File: src/common/dafsl_pkg.sv
// Package of the diagnostic flag, alert and shunt limit block.
// Assumes one 25 MHz clock and a plain register port with 8-bit offsets.
package dafsl_pkg;

    localparam int unsigned ADDR_W = 8;
    localparam int unsigned DATA_W = 16;

    localparam logic [ADDR_W-1:0] ADDR_DIAG  = 8'h0B;
    localparam logic [ADDR_W-1:0] ADDR_OVTHR = 8'h0C;
    localparam logic [ADDR_W-1:0] ADDR_UVTHR = 8'h0D;

    localparam int unsigned BIT_LATCH  = 15;
    localparam int unsigned BIT_RDYALT = 14;
    localparam int unsigned BIT_AVGCMP = 13;
    localparam int unsigned BIT_POLSEL = 12;
    localparam int unsigned BIT_ENOF   = 11;
    localparam int unsigned BIT_CHOF   = 10;
    localparam int unsigned BIT_ARITH  = 9;
    localparam int unsigned BIT_RSVD   = 8;
    localparam int unsigned BIT_TEMPOL = 7;
    localparam int unsigned BIT_SHOL   = 6;
    localparam int unsigned BIT_SHUL   = 5;
    localparam int unsigned BIT_BUSOVR = 4;
    localparam int unsigned BIT_BUSUND = 3;
    localparam int unsigned BIT_PWROL  = 2;
    localparam int unsigned BIT_RDY    = 1;
    localparam int unsigned BIT_TRIM   = 0;

    localparam logic [DATA_W-1:0] OVTHR_RST  = 16'h7FFF;
    localparam logic [DATA_W-1:0] UVTHR_RST  = 16'h8000;
    localparam logic [DATA_W-1:0] RDATA_NONE = 16'h0000;

    // Threshold LSB is 16 measurement LSBs for shunt and bus, 256 for power.
    localparam logic [3:0] SHUNT_THR_PAD = 4'h0;
    localparam logic [3:0] BUS_THR_PAD   = 4'h0;
    localparam logic [7:0] PWR_THR_PAD   = 8'h00;

    typedef struct packed {
        logic [19:0] shunt;
        logic [19:0] bus;
        logic [15:0] temp;
        logic [23:0] power;
    } dafsl_meas_t;

    typedef struct packed {
        logic [14:0] bus_over;
        logic [14:0] bus_under;
        logic [15:0] temp_over;
        logic [15:0] power_over;
    } dafsl_lim_t;

    typedef struct packed {
        logic conv_done;
        logic avg_done;
        logic conv_start;
        logic energy_ovf;
        logic charge_ovf;
        logic arith_ovf;
        logic energy_read;
        logic charge_read;
        logic accumulator_clear;
        logic trim_checksum_err;
    } dafsl_evt_t;

    typedef struct packed {
        logic alert_latch_enable;
        logic ready_on_alert_enable;
        logic averaged_compare_sel;
        logic alert_polarity_sel;
    } dafsl_cfg_t;

    typedef struct packed {
        logic energy_overflow_flag;
        logic charge_overflow_flag;
        logic arith_overflow_flag;
        logic temp_over_limit_flag;
        logic shunt_over_limit_flag;
        logic shunt_under_limit_flag;
        logic bus_over_limit_flag;
        logic bus_under_limit_flag;
        logic power_over_limit_flag;
        logic conv_ready_flag;
        logic trim_memory_ok;
    } dafsl_flags_t;

    typedef struct packed {
        dafsl_cfg_t        cfg;
        dafsl_flags_t      flags;
        logic [DATA_W-1:0] shunt_over_threshold;
        logic [DATA_W-1:0] shunt_under_threshold;
        logic [DATA_W-1:0] rdata;
        logic              alert_out;
        logic              alert_oe;
    } dafsl_state_t;

    localparam dafsl_state_t STATE_RST = '{
        cfg:                   '0,
        flags:                 '{trim_memory_ok: 1'b1, default: 1'b0},
        shunt_over_threshold:  OVTHR_RST,
        shunt_under_threshold: UVTHR_RST,
        rdata:                 RDATA_NONE,
        alert_out:             1'b0,
        alert_oe:              1'b0
    };

endpackage

File: src/rtl/dafsl_diag.sv
// Diagnostic flags, alert pin control and shunt limit registers.
// Assumes measurements and event pulses arrive synchronous to ref_clk and
// that accumulator reads are decoded outside and reported as pulses.
//
// The implementer's own choice: strobed register access.

//Contract
// Polarity bit twelve selects low or high alert.
// Energy overflow sets flag, energy read clears.
// Charge overflow sets flag, charge read clears.
// Arithmetic overflow sets its flag.
// Arithmetic flag held until conversion or clear.
// Bit eight always reads zero.
// Temperature above its limit sets flag.
// Shunt above over threshold sets flag.
// Shunt below under threshold sets flag.
// Bus above over limit sets flag.
// Bus below under limit sets flag.
// Power above limit sets flag.
// Latched limit flags clear only on read.
// Conversion complete sets ready flag.
// Latched ready clears on read or start.
// Trim status resets high, drops on error.
// Negative over threshold trips at zero shunt.
// Host keeps over threshold above under threshold.
// Over threshold signed, scaled per range.
// Over threshold at 0xC, resets 0x7FFF.
// Under threshold at 0xD, resets 0x8000.
// Transparent follows fault, latched holds till read.
// Ready flag drives alert when enabled.
// Compare raw or averaged results.
// Any limit flag drives alert active.
// Under compare signed and consistently scaled.
module dafsl_diag
    import dafsl_pkg::*;
(
    input  wire logic              ref_clk,
    input  wire logic              rst,
    input  wire logic [ADDR_W-1:0] reg_addr,
    input  wire logic [DATA_W-1:0] reg_wdata,
    input  wire logic              reg_wr,
    input  wire logic              reg_rd,
    input  wire dafsl_meas_t       meas,
    input  wire dafsl_lim_t        lim,
    input  wire dafsl_evt_t        evt,
    output logic [DATA_W-1:0]      reg_rdata,
    output logic                   alert_out,
    output logic                   alert_oe
);

    dafsl_state_t s_q;
    dafsl_state_t s_d;

    logic        diag_rd;
    logic        sample;
    logic        temp_over;
    logic        shunt_over;
    logic        shunt_under;
    logic        bus_over;
    logic        bus_under;
    logic        power_over;
    logic        alert_active;
    logic signed [19:0] shunt_over_scaled;
    logic signed [19:0] shunt_under_scaled;
    logic signed [19:0] bus_over_scaled;
    logic signed [19:0] bus_under_scaled;
    logic        [23:0] power_scaled;

    function automatic logic [DATA_W-1:0] diag_word(input dafsl_state_t s);
        logic [DATA_W-1:0] w;
        w = '0;
        w[BIT_LATCH]  = s.cfg.alert_latch_enable;
        w[BIT_RDYALT] = s.cfg.ready_on_alert_enable;
        w[BIT_AVGCMP] = s.cfg.averaged_compare_sel;
        w[BIT_POLSEL] = s.cfg.alert_polarity_sel;
        w[BIT_ENOF]   = s.flags.energy_overflow_flag;
        w[BIT_CHOF]   = s.flags.charge_overflow_flag;
        w[BIT_ARITH]  = s.flags.arith_overflow_flag;
        w[BIT_RSVD]   = 1'b0;
        w[BIT_TEMPOL] = s.flags.temp_over_limit_flag;
        w[BIT_SHOL]   = s.flags.shunt_over_limit_flag;
        w[BIT_SHUL]   = s.flags.shunt_under_limit_flag;
        w[BIT_BUSOVR] = s.flags.bus_over_limit_flag;
        w[BIT_BUSUND] = s.flags.bus_under_limit_flag;
        w[BIT_PWROL]  = s.flags.power_over_limit_flag;
        w[BIT_RDY]    = s.flags.conv_ready_flag;
        w[BIT_TRIM]   = s.flags.trim_memory_ok;
        return w;
    endfunction

    function automatic logic alert_cause(input dafsl_state_t s);
        logic c;
        c = s.flags.temp_over_limit_flag | s.flags.shunt_over_limit_flag
          | s.flags.shunt_under_limit_flag | s.flags.bus_over_limit_flag
          | s.flags.bus_under_limit_flag | s.flags.power_over_limit_flag;
        c = c | (s.cfg.ready_on_alert_enable & s.flags.conv_ready_flag);
        return c;
    endfunction

    // A threshold step is sixteen shunt LSBs in either shunt range, so the
    // same alignment serves both ranges and no range input is needed.
    always_comb begin
        shunt_over_scaled  = $signed({s_q.shunt_over_threshold,
                                      SHUNT_THR_PAD});
        shunt_under_scaled = $signed({s_q.shunt_under_threshold,
                                      SHUNT_THR_PAD});
        bus_over_scaled    = $signed({1'b0, lim.bus_over, BUS_THR_PAD});
        bus_under_scaled   = $signed({1'b0, lim.bus_under, BUS_THR_PAD});
        power_scaled       = {lim.power_over, PWR_THR_PAD};
    end

    always_comb begin
        temp_over   = $signed(meas.temp) > $signed(lim.temp_over);
        // Signed compare: a negative threshold trips at zero shunt.
        shunt_over  = $signed(meas.shunt) > shunt_over_scaled;
        shunt_under = $signed(meas.shunt) < shunt_under_scaled;
        bus_over    = $signed(meas.bus) > bus_over_scaled;
        bus_under   = $signed(meas.bus) < bus_under_scaled;
        power_over  = meas.power > power_scaled;
    end

    always_comb begin
        diag_rd = reg_rd && (reg_addr == ADDR_DIAG);
        sample  = s_q.cfg.averaged_compare_sel ? evt.avg_done
                                               : evt.conv_done;
    end

    always_comb begin
        s_d       = s_q;
        s_d.rdata = RDATA_NONE;

        if (reg_rd) begin
            if (reg_addr == ADDR_DIAG) begin
                s_d.rdata = diag_word(s_q);
            end else if (reg_addr == ADDR_OVTHR) begin
                s_d.rdata = s_q.shunt_over_threshold;
            end else if (reg_addr == ADDR_UVTHR) begin
                s_d.rdata = s_q.shunt_under_threshold;
            end else begin
                s_d.rdata = RDATA_NONE;
            end
        end

        if (reg_wr) begin
            if (reg_addr == ADDR_DIAG) begin
                // Flag bits are not writable; only the mode bits store.
                s_d.cfg.alert_latch_enable    = reg_wdata[BIT_LATCH];
                s_d.cfg.ready_on_alert_enable = reg_wdata[BIT_RDYALT];
                s_d.cfg.averaged_compare_sel  = reg_wdata[BIT_AVGCMP];
                s_d.cfg.alert_polarity_sel    = reg_wdata[BIT_POLSEL];
            end else if (reg_addr == ADDR_OVTHR) begin
                s_d.shunt_over_threshold = reg_wdata;
            end else if (reg_addr == ADDR_UVTHR) begin
                s_d.shunt_under_threshold = reg_wdata;
            end
        end

        // Clears are applied first so that a same-cycle event still sets.
        if (evt.energy_read) begin
            s_d.flags.energy_overflow_flag = 1'b0;
        end
        if (evt.energy_ovf) begin
            s_d.flags.energy_overflow_flag = 1'b1;
        end
        if (evt.charge_read) begin
            s_d.flags.charge_overflow_flag = 1'b0;
        end
        if (evt.charge_ovf) begin
            s_d.flags.charge_overflow_flag = 1'b1;
        end
        if (evt.conv_start || evt.accumulator_clear) begin
            s_d.flags.arith_overflow_flag = 1'b0;
        end
        if (evt.arith_ovf) begin
            s_d.flags.arith_overflow_flag = 1'b1;
        end

        if (s_q.cfg.alert_latch_enable) begin
            if (diag_rd) begin
                s_d.flags.temp_over_limit_flag   = 1'b0;
                s_d.flags.shunt_over_limit_flag  = 1'b0;
                s_d.flags.shunt_under_limit_flag = 1'b0;
                s_d.flags.bus_over_limit_flag    = 1'b0;
                s_d.flags.bus_under_limit_flag   = 1'b0;
                s_d.flags.power_over_limit_flag  = 1'b0;
            end
            if (sample) begin
                s_d.flags.temp_over_limit_flag =
                    s_d.flags.temp_over_limit_flag | temp_over;
                s_d.flags.shunt_over_limit_flag =
                    s_d.flags.shunt_over_limit_flag | shunt_over;
                s_d.flags.shunt_under_limit_flag =
                    s_d.flags.shunt_under_limit_flag | shunt_under;
                s_d.flags.bus_over_limit_flag =
                    s_d.flags.bus_over_limit_flag | bus_over;
                s_d.flags.bus_under_limit_flag =
                    s_d.flags.bus_under_limit_flag | bus_under;
                s_d.flags.power_over_limit_flag =
                    s_d.flags.power_over_limit_flag | power_over;
            end
        end else if (sample) begin
            // Transparent flags follow the latest compared result.
            s_d.flags.temp_over_limit_flag   = temp_over;
            s_d.flags.shunt_over_limit_flag  = shunt_over;
            s_d.flags.shunt_under_limit_flag = shunt_under;
            s_d.flags.bus_over_limit_flag    = bus_over;
            s_d.flags.bus_under_limit_flag   = bus_under;
            s_d.flags.power_over_limit_flag  = power_over;
        end

        // The ready flag is cleared the same way in both modes; in
        // transparent mode nothing else would ever drop it.
        if (diag_rd || evt.conv_start) begin
            s_d.flags.conv_ready_flag = 1'b0;
        end
        if (evt.conv_done) begin
            s_d.flags.conv_ready_flag = 1'b1;
        end

        // Trim status is sticky low: only a reset recovers it.
        if (evt.trim_checksum_err) begin
            s_d.flags.trim_memory_ok = 1'b0;
        end

        // Open drain: the pin is pulled low while driven, released else.
        s_d.alert_out = 1'b0;
        s_d.alert_oe  = s_d.cfg.alert_polarity_sel
                      ? !alert_cause(s_d)
                      : alert_cause(s_d);
    end

    always_ff @(posedge ref_clk) begin
        if (rst) begin
            s_q <= STATE_RST;
        end else begin
            s_q <= s_d;
        end
    end

    always_comb begin
        reg_rdata = s_q.rdata;
        alert_out = s_q.alert_out;
        alert_oe  = s_q.alert_oe;
    end

    always_comb begin
        alert_active = alert_cause(s_q);
    end
endmodule // dafsl_diag

File: config.mk
export PLATFORM = sky130hd
export DESIGN_NAME = dafsl_diag
export DESIGN_NICKNAME = d
export VERILOG_FILES = /design/src/common/dafsl_pkg.sv /design/src/rtl/dafsl_diag.sv
export SDC_FILE = /design/constraint.sdc
export NUM_CORES = 1
export LEC_CHECK = 0
export ABC_AREA = 1
export BUFFER_PORTS_ARGS = -buffer_cell sky130_fd_sc_hd__clkbuf_2
export CORE_AREA = 2 2 105 107
export CTS_CLUSTER_SIZE = 14
export DETAILED_ROUTE_END_ITERATION = 10
export DIE_AREA = 0 0 107 109
export PLACE_DENSITY = 0.8
export SYNTH_ARGS = -nofsm -noshare
export SYNTH_HDL_FRONTEND = slang
export SYNTH_SLANG_ARGS = --single-unit
File: constraint.sdc
create_clock -name ref_clk -period 1.9 [get_ports ref_clk]
set_input_delay 0.095 -clock ref_clk [delete_from_list [all_inputs] [get_ports ref_clk]]
set_output_delay 0.095 -clock ref_clk [all_outputs]
set_load 0.03 [all_outputs]
==> summary.txt, run 1 <==
Floorplan
  • Rows: 38
  • Num ports: slightly below 200
  • Die area: around 12,000 sq um
  • Horizontal extent of the die: about 110 um
  • Starting utilization of the core area: 0.481
  • Placeable core region: around 11,000 sq um
  • Die Ht: between 100 and 150 um

GRT
  • Wire length of the first global-routing pass: 22.3 mm
  • Vias in the first global route: between 5,000 and 6,000
  • Total routing resource utilization after global routing: 0.237
  • Largest net degree at the start of global routing: 24
  • Overflow left after global routing: 0
  • Antenna violations before repair: 0

Drt
  • Via count: ~5,400
  • Antenna viol nets, final: 0
  • Average wire per standard cell: 13.1 um
  • Total length of routed wires: 14.2 mm
  • Number of vias per cell: around 5
  • First-pass detailed-route iteration total: 5
  • Final routed DRC violation total: 0
  • Iter 0 DRT Violations: 300

Setup path
  • Reg-to-reg slack, setup: ~0.012 ns
  • Worst EP required: 2.15 ns
  • Max FO, Critical Path: 3
  • Start point of the critical path: s_q[31]
  • Arrival time of the worst setup path: ~2.1 ns
  • Critical path capture point type: flop
  • Crit Reg-Reg Startpoint: s_q[31]
  • Worst setup path endpoint: alert_oe
  • Worst r2r path cells: 14
  • FF-to-FF End: alert_oe
  • Kind of launch point of the worst setup path: flop
  • Setup CP Type: reg -> reg

CTS
  • Number of CTS-inserted buffers: 9
  • Count of clock tree sinks: between 60 and 70
  • Count of H-tree levels built during CTS: 3
  • Clock root buffer: sky130_fd_sc_hd__clkbuf_8
  • Clock input transition at the sequential cells of the worst setup and hold paths: ~0.070 ns
  • Insertion delay to the later sink of the worst-skew pair: 0.36 ns
  • TritonCTS clock tree: built
  • Maximum root-to-sink buffer count: 2

STA
  • Number of hold violations in the final report: 0
  • Worst clock skew: slightly above 0.008 ns
  • Worst slew slack as a fraction of its limit: 0.669
  • Number of max-slew violations in the final report: 0
  • Tcrit/Tclk final: 0.994
  • FMAX: ~530 MHz
  • Fin crit period: between 1.5 and 2 ns
  • Actual transition at the worst max-transition pin: 0.493 ns
  • Final setup vio count: 0

Hold path
  • Worst min-delay path class: in -> reg

Status
  • Run status: completed

Yosys
  • Synthesized netlist net count: roughly 1,000
  • Yosys synthesis warning count: 0
  • Number of instances in the synthesized netlist: 729
  • Register area share after synthesis: 0.251
  • Distinct cell type count after synthesis: 39
  • Synth Area per Inst: 7.00 sq um
  • Cell area after technology mapping: approximately 5100 sq um
  • Synthesized flop and latch total: 64

Power
  • Worst voltage drop across the vdd grid: about 0.34 mV
  • Leak: just under 4 nW
  • Power Dens Cells: just under 500 nW/um^2

Placed design
  • Placement-stage cell area: 6180 sq um
  • Buffers added on ports: 196
  • Final HPWL from detailed placement: around 11 mm
  • Routability-driven placement congestion ratio: about 0.83

Layout
  • Utilization after layout: 0.645
  • Final layout net count: ~1,200
  • Area delta synth->final: 34.1%
  • Design Area, Final: between 6000 and 7000 sq um
  • Share of layout cells above drive strength 1: 0.313
  • N_diodes: 0

Flow run
  • Max-Cap Viols: 0
worst min-delay path by stage:
stage	startpoint	endpoint	slack, ns	cells past startpoint
6_report	reg_wdata[13]	s_q[62]	0.008	3
5_1_grt	reg_wdata[13]	s_q[62]	0.01	3
4_1_cts	reg_wdata[13]	s_q[62]	0.0007	3
3_5_place_dp	evt[5]	s_q[59]	0.32	3
3_3_place_gp	evt[5]	s_q[59]	0.30	3
2_1_floorplan	evt[0]	s_q[50]	0.21	1
state kept, by name, indices dropped and copies added (netlist names):
| register | cells |
|---|---|
| s_q | 47 |
| alert_oe | 1 |
| reg_rdata | 16 |
where the power goes:
| part | leakage (nW) | internal, W | switching (W) | total, W |
|---|---|---|---|---|
| Combinational | 3.23 | 0.000381 | 0.000405 | 0.000787 |
| Clock | 0.103 | 0.000674 | 0.000520 | 0.00119 |
| Sequential | 0.520 | 0.00136 | 0.0000142 | 0.00138 |
| Total | 3.85 | 0.00242 | 0.000939 | 0.00336 |
critical path: stages, from the launching register on:
cell and delay, ns:
sky130_fd_sc_hd__dfxtp_1 0.30, sky130_fd_sc_hd__inv_1 0.06, sky130_fd_sc_hd__ha_1 0.30, sky130_fd_sc_hd__nand2_1 0.08, sky130_fd_sc_hd__inv_1 0.04, sky130_fd_sc_hd__nor2_1 0.13
sky130_fd_sc_hd__o21bai_1 0.10, sky130_fd_sc_hd__nor2_1 0.18, sky130_fd_sc_hd__nand3_1 0.12, sky130_fd_sc_hd__nand3_2 0.09, sky130_fd_sc_hd__nand2_1 0.05, sky130_fd_sc_hd__nor2_1 0.13
sky130_fd_sc_hd__nand4_1 0.11, sky130_fd_sc_hd__nand2_1 0.07, sky130_fd_sc_hd__inv_1 0.03
layer usage:
layer / up-vias / routed length [um] / track usage
met5: - / 0 / 0
met4: 0 / 435 / 0.0909
met3: 42 / 1040 / 0.0580
met2: 211 / 7040 / 0.419
met1: 2371 / 5680 / 0.277
li1: 2797 / - / -
stage by stage:
stage	hold WS [ns]	total power (W)	setup slack (ns)	setup TNS, ns	std cells
after floorplan	0.206	0.00180	0.229	0	729
after global placement	0.303	0.00210	0.118	0	1047
after detailed placement	0.320	0.00212	0.0408	0	1047
after CTS	0.000715	0.00331	0.0193	0	1078
after global routing	0.0133	0.00354	-0.182	-0.182	1082
final	0.00793	0.00336	0.0116	0	1082
cells in the final DEF (no fill, tap or decap), types with 2 or more instances in the layout:
master,count
sky130_fd_sc_hd__a21oi_1,74
sky130_fd_sc_hd__a21oi_2,6
sky130_fd_sc_hd__and3_1,2
sky130_fd_sc_hd__buf_4,20
sky130_fd_sc_hd__clkbuf_1,2
sky130_fd_sc_hd__clkbuf_2,196
sky130_fd_sc_hd__clkbuf_8,11
sky130_fd_sc_hd__clkinv_2,3
sky130_fd_sc_hd__dfxtp_1,59
sky130_fd_sc_hd__dfxtp_2,5
sky130_fd_sc_hd__dlygate4sd3_1,15
sky130_fd_sc_hd__ha_1,74
sky130_fd_sc_hd__ha_4,17
sky130_fd_sc_hd__inv_1,132
sky130_fd_sc_hd__inv_2,17
sky130_fd_sc_hd__nand2_1,108
sky130_fd_sc_hd__nand2_2,5
sky130_fd_sc_hd__nand3_1,21
sky130_fd_sc_hd__nand3_2,3
sky130_fd_sc_hd__nand3b_1,2
sky130_fd_sc_hd__nand4_1,8
sky130_fd_sc_hd__nor2_1,54
sky130_fd_sc_hd__nor2_2,4
sky130_fd_sc_hd__nor3_1,2
sky130_fd_sc_hd__nor3_2,2
sky130_fd_sc_hd__nor3b_4,2
sky130_fd_sc_hd__nor4_1,3
sky130_fd_sc_hd__o211ai_1,4
sky130_fd_sc_hd__o21ai_0,54
sky130_fd_sc_hd__o21ai_1,5
sky130_fd_sc_hd__o21bai_1,3
sky130_fd_sc_hd__o221ai_1,13
sky130_fd_sc_hd__o22ai_1,2
cell families after synthesis:
kind of cell | share of synthesized area
AND/OR/NAND/NOR | 0.188
adder cells (fa/ha/maj) | 0.226
multiplexers | 0.00196
other | 0.000735
buffers and inverters | 0.149
flip-flops | 0.251
AO/OA/AOI/OAI | 0.183
synth_stat cells, drive strengths merged:
cell type,instances,area (sq um)
o22ai,2,12.5
clkbuf,15,56.3
and2,1,6.26
nor3,4,25.0
nand4,8,50.1
a21o,1,7.51
nor2,58,218
a41oi,1,8.76
mux2i,1,10.0
nand2,113,427
buf,19,138
a21oi,80,400
o211ai,4,30.0
a31oi,2,27.5
o21a,1,7.51
nand3,25,143
dfxtp,64,1280
o21bai,3,22.5
clkinv,2,8.75
nor3b,3,45.1
o221ai,13,114
and3,2,12.5
nand3b,2,15.0
nor4,3,18.8
ha,92,1150
o21ai,59,295
conb,1,3.75
inv,149,559
a211oi,1,7.51
final cells by class:
cell class / instances / area [sq um]
clock buffers: 13 / 159
clock inverters: 3 / 40.0
fillers: 904 / 3760
inverters: 151 / 568
multi-input cells: 480 / 3330
flip-flops and latches: 64 / 1290
well taps: 140 / 175
repair buffers: 231 / 1280
what timing repair did:
item,CTS,global route
endpoints found under the hold margin,15,0
setup endpoints to repair,0,1
buffers inserted,0,4
gates resized for setup,0,57
hold buffers,15,0
Note: power is estimated with default switching activity, not from simulation.
==> run 2, diff against run 1 <==
Settings changed: CTS_BUF_LIST from default to sky130_fd_sc_hd__clkbuf_8 sky130_fd_sc_hd__clkbuf_16.
==> run 2 against run 1 <==
Net effect:
- sequential share of layout area stayed put
- clock power is essentially flat
- final area did not move
- flip-flop and latch count unchanged
- global-route usage did not move
- clock-buffer cell count fell by 2
- via count is 0.39% lower
- clock skew barely moved
- sequential power barely moved
- register-to-register slack barely moved
- first-iteration DRC count up 3.7%
- largest cell class unchanged
- largest power group unchanged
- highest routed layer unchanged
==> summary.txt, run 2 (synthesis results as in run 1) <==
Status
  • Run status: completed

Floorplan
  • Rows: 38 (unchanged)
  • Horizontal extent of the die: 107 um (unchanged)
  • Num ports: 198 (unchanged)
  • Starting utilization of the core area: 0.481 (unchanged)
  • Die Ht: 109 um (unchanged)
  • Die area: 11,700 sq um (unchanged)
  • Placeable core region: 10,600 sq um (unchanged)

Layout
  • Commonest non-fill, non-tap cell in the layout: sky130_fd_sc_hd__clkbuf_2
  • Non-filler instance count after layout: 1,082 (unchanged)
  • Commonest cells after routing, fill and taps aside: 196 x sky130_fd_sc_hd__clkbuf_2, 134 x sky130_fd_sc_hd__inv_1, 108 x sky130_fd_sc_hd__nand2_1, 74 x sky130_fd_sc_hd__a21oi_1, 74 x sky130_fd_sc_hd__ha_1
  • Final layout net count: 1,209 (unchanged)
  • Reg with most FFs: s_q
  • Share of layout cells above drive strength 1: 0.313 (unchanged)
  • Number of fill cells: 904 (unchanged)
  • Area delta synth->final: 34.1% (unchanged)
  • Design Area, Final: 6840 sq um (unchanged)
  • N_diodes: 0 (unchanged)
  • Number of flip-flops in the largest register: 47 (unchanged)

CTS
  • Count of H-tree levels built during CTS: 3 (unchanged)
  • Number of CTS-inserted buffers: 9 (unchanged)
  • Insertion delay to the later sink of the worst-skew pair: 0.35 ns (about the same)
  • Maximum root-to-sink buffer count: 2 (unchanged)
  • Clock input transition at the sequential cells of the worst setup and hold paths: 0.07 ns (about the same)
  • Count of clock tree sinks: 64 (unchanged)
  • Clock root buffer: sky130_fd_sc_hd__clkbuf_8
  • TritonCTS clock tree: built

GRT
  • Met1 global-route usage: 0.277 (unchanged)
  • Antenna violations before repair: 0 (unchanged)
  • Global routing met2 resource utilization: 0.419 (unchanged)
  • Overflow left after global routing: 0 (unchanged)
  • Vias in the first global route: 5,186 (unchanged)
  • Wire length of the first global-routing pass: 22.3 mm (unchanged)
  • Total routing resource utilization after global routing: 0.237 (unchanged)
  • Peak-usage layer in the global routing report: met2
  • Largest net degree at the start of global routing: 24 (unchanged)
  • Grt met3 use: 0.0580 (unchanged)

Setup path
  • Kind of cell with the highest combined delay on the critical path: simple AND/OR/NAND/NOR gates
  • Buf+Inv Stages, Crit Path: 3 (unchanged)
  • Arrival time of the worst setup path: 2.14 ns (about the same)
  • Setup CP Type: reg -> reg
  • Critical path capture point type: flop
  • Biggest cell delay along the critical path: 0.30 ns (about the same)
  • Cell Chain, Critical Path: inv_1 -> ha_1 -> nand2_1 -> inv_1 -> nor2_1 -> o21bai_1 -> nor2_1 -> nand3_1 -> nand3_2 -> nand2_1 -> nor2_1 -> nand4_1 -> nand2_1 -> inv_1
  • Worst EP required: 2.15 ns (about the same)
  • Cell with the largest stage delay on the worst path: sky130_fd_sc_hd__dfxtp_1
  • Kind of launch point of the worst setup path: flop
  • Max FO, Critical Path: 3 (unchanged)

Placed design
  • Routability-driven placement congestion ratio: 0.826 (unchanged)
  • Placement-stage cell area: 6180 sq um (unchanged)
  • Buffers added on ports: 196 (unchanged)
  • Final HPWL from detailed placement: 10.9 mm (unchanged)
  • Pre-CTS worst setup slack: 0.0408 ns (unchanged)
  • Total instance count after detailed placement: 1,047 (unchanged)

Power
  • Worst voltage drop across the vdd grid: 0.338 mV (-0.73%)
  • Switching fraction of total power: 0.279 (-0.000372)
  • Power Dens Cells: 488 nW/um^2 (-0.49%)
  • Total internal power: 0.00241 W (-0.44%)
  • Power consumption: 0.00334 W (-0.49%)
  • Proportion of power drawn by flip-flops and latches: 0.412 (+0.002)
  • Net load switching power: 0.000934 W (-0.62%)
  • Leak: 3.86 nW (+0.22%)
  • Logic pwr share: 0.235 (about the same)
  • Clock network fraction of design power: 0.352 (-0.004)

STA
  • Fin crit period: 1.89 ns (+0.00327 ns)
  • Number of max-slew violations in the final report: 0 (unchanged)
  • Hold slack: 0.0137 ns (+0.00573 ns)
  • Worst clock skew: 0.00796 ns (-0.000124 ns)
  • FMAX: 529 MHz (-0.17%)
  • Tcrit/Tclk final: 0.996 (+0.00172)
  • Final setup vio count: 0 (unchanged)
  • Number of hold violations in the final report: 0 (unchanged)
  • Post-layout worst setup margin: 0.00832 ns (-0.00327 ns)

Drt
  • Total length of routed wires: 14.2 mm (+0.30%)
  • Antenna viol nets, final: 0 (unchanged)
  • First-pass detailed-route iteration total: 5 (unchanged)
  • Average wire per standard cell: 13.2 um (+0.30%)
  • Final routed DRC violation total: 0 (unchanged)
  • Iter 0 DRT Violations: 311 (+3.7%)
  • Via count: 5,400 (-0.39%)
  • Number of vias per cell: 4.99 (-0.39%)

Flow run
  • Max-Cap Viols: 0 (unchanged)

Hold path
  • Worst min-delay path class: in -> reg
[run 2: path summary, 6_finish.rpt]
kind            startpoint        to  slack, ns  cells after the start
max                s_q[31]  alert_oe      0.008                     14
min          reg_wdata[13]   s_q[62]       0.01                      3
max reg2reg        s_q[31]  alert_oe      0.008                     14
min reg2reg        s_q[19]   s_q[19]       0.47                      2
[run 2: tightest hold or removal path: stages]
cell and delay (ns):
sky130_fd_sc_hd__clkbuf_2 0.11, sky130_fd_sc_hd__nand2_1 0.07, sky130_fd_sc_hd__a21oi_1 0.05
[run 2: area by class of cell]
cell class | instances | area (sq um) | area share
clock inverter | 5 | 47.5 | 0.00695
sequential | 64 | 1290 | 0.188
multi-input combinational | 480 | 3330 | 0.487
timing repair buffer | 231 | 1280 | 0.187
clock buffer | 11 | 151 | 0.0221
inverter | 151 | 568 | 0.0830
tap | 140 | 175 | 0.0256
[run 2: power by group through the flow]
stage | combinational [W] | sequential [W] | clock (W)
after global routing | 0.000910 | 0.00138 | 0.00125
final | 0.000787 | 0.00138 | 0.00118
after global placement | 0.000695 | 0.00141 | 0
after detailed placement | 0.000712 | 0.00141 | 0
after floorplan | 0.000393 | 0.00141 | 0
after CTS | 0.000741 | 0.00138 | 0.00118
[run 2: timing repair]
action / 4_1_cts / 5_1_grt
endpoints found under the setup margin: 0 / 1
hold endpoints to repair: 15 / 0
gates resized for setup: 0 / 57
setup buffers: 0 / 4
hold buffers: 15 / 0
[run 2: per-stage QoR]
step            util  setup TNS, ns
6_report       0.645              0
5_1_grt        0.645         -0.182
4_1_cts        0.616              0
3_5_place_dp   0.583              0
3_3_place_gp   0.583              0
2_1_floorplan      -              0
[run 2: per-layer routing]
layer  share of wire  wire [um]  up-vias
met5               0          0        -
met3           0.065        926       38
met2            0.50       7130      203
met1            0.41       5770     2363
met4           0.029        416        0
li1                -          -     2796
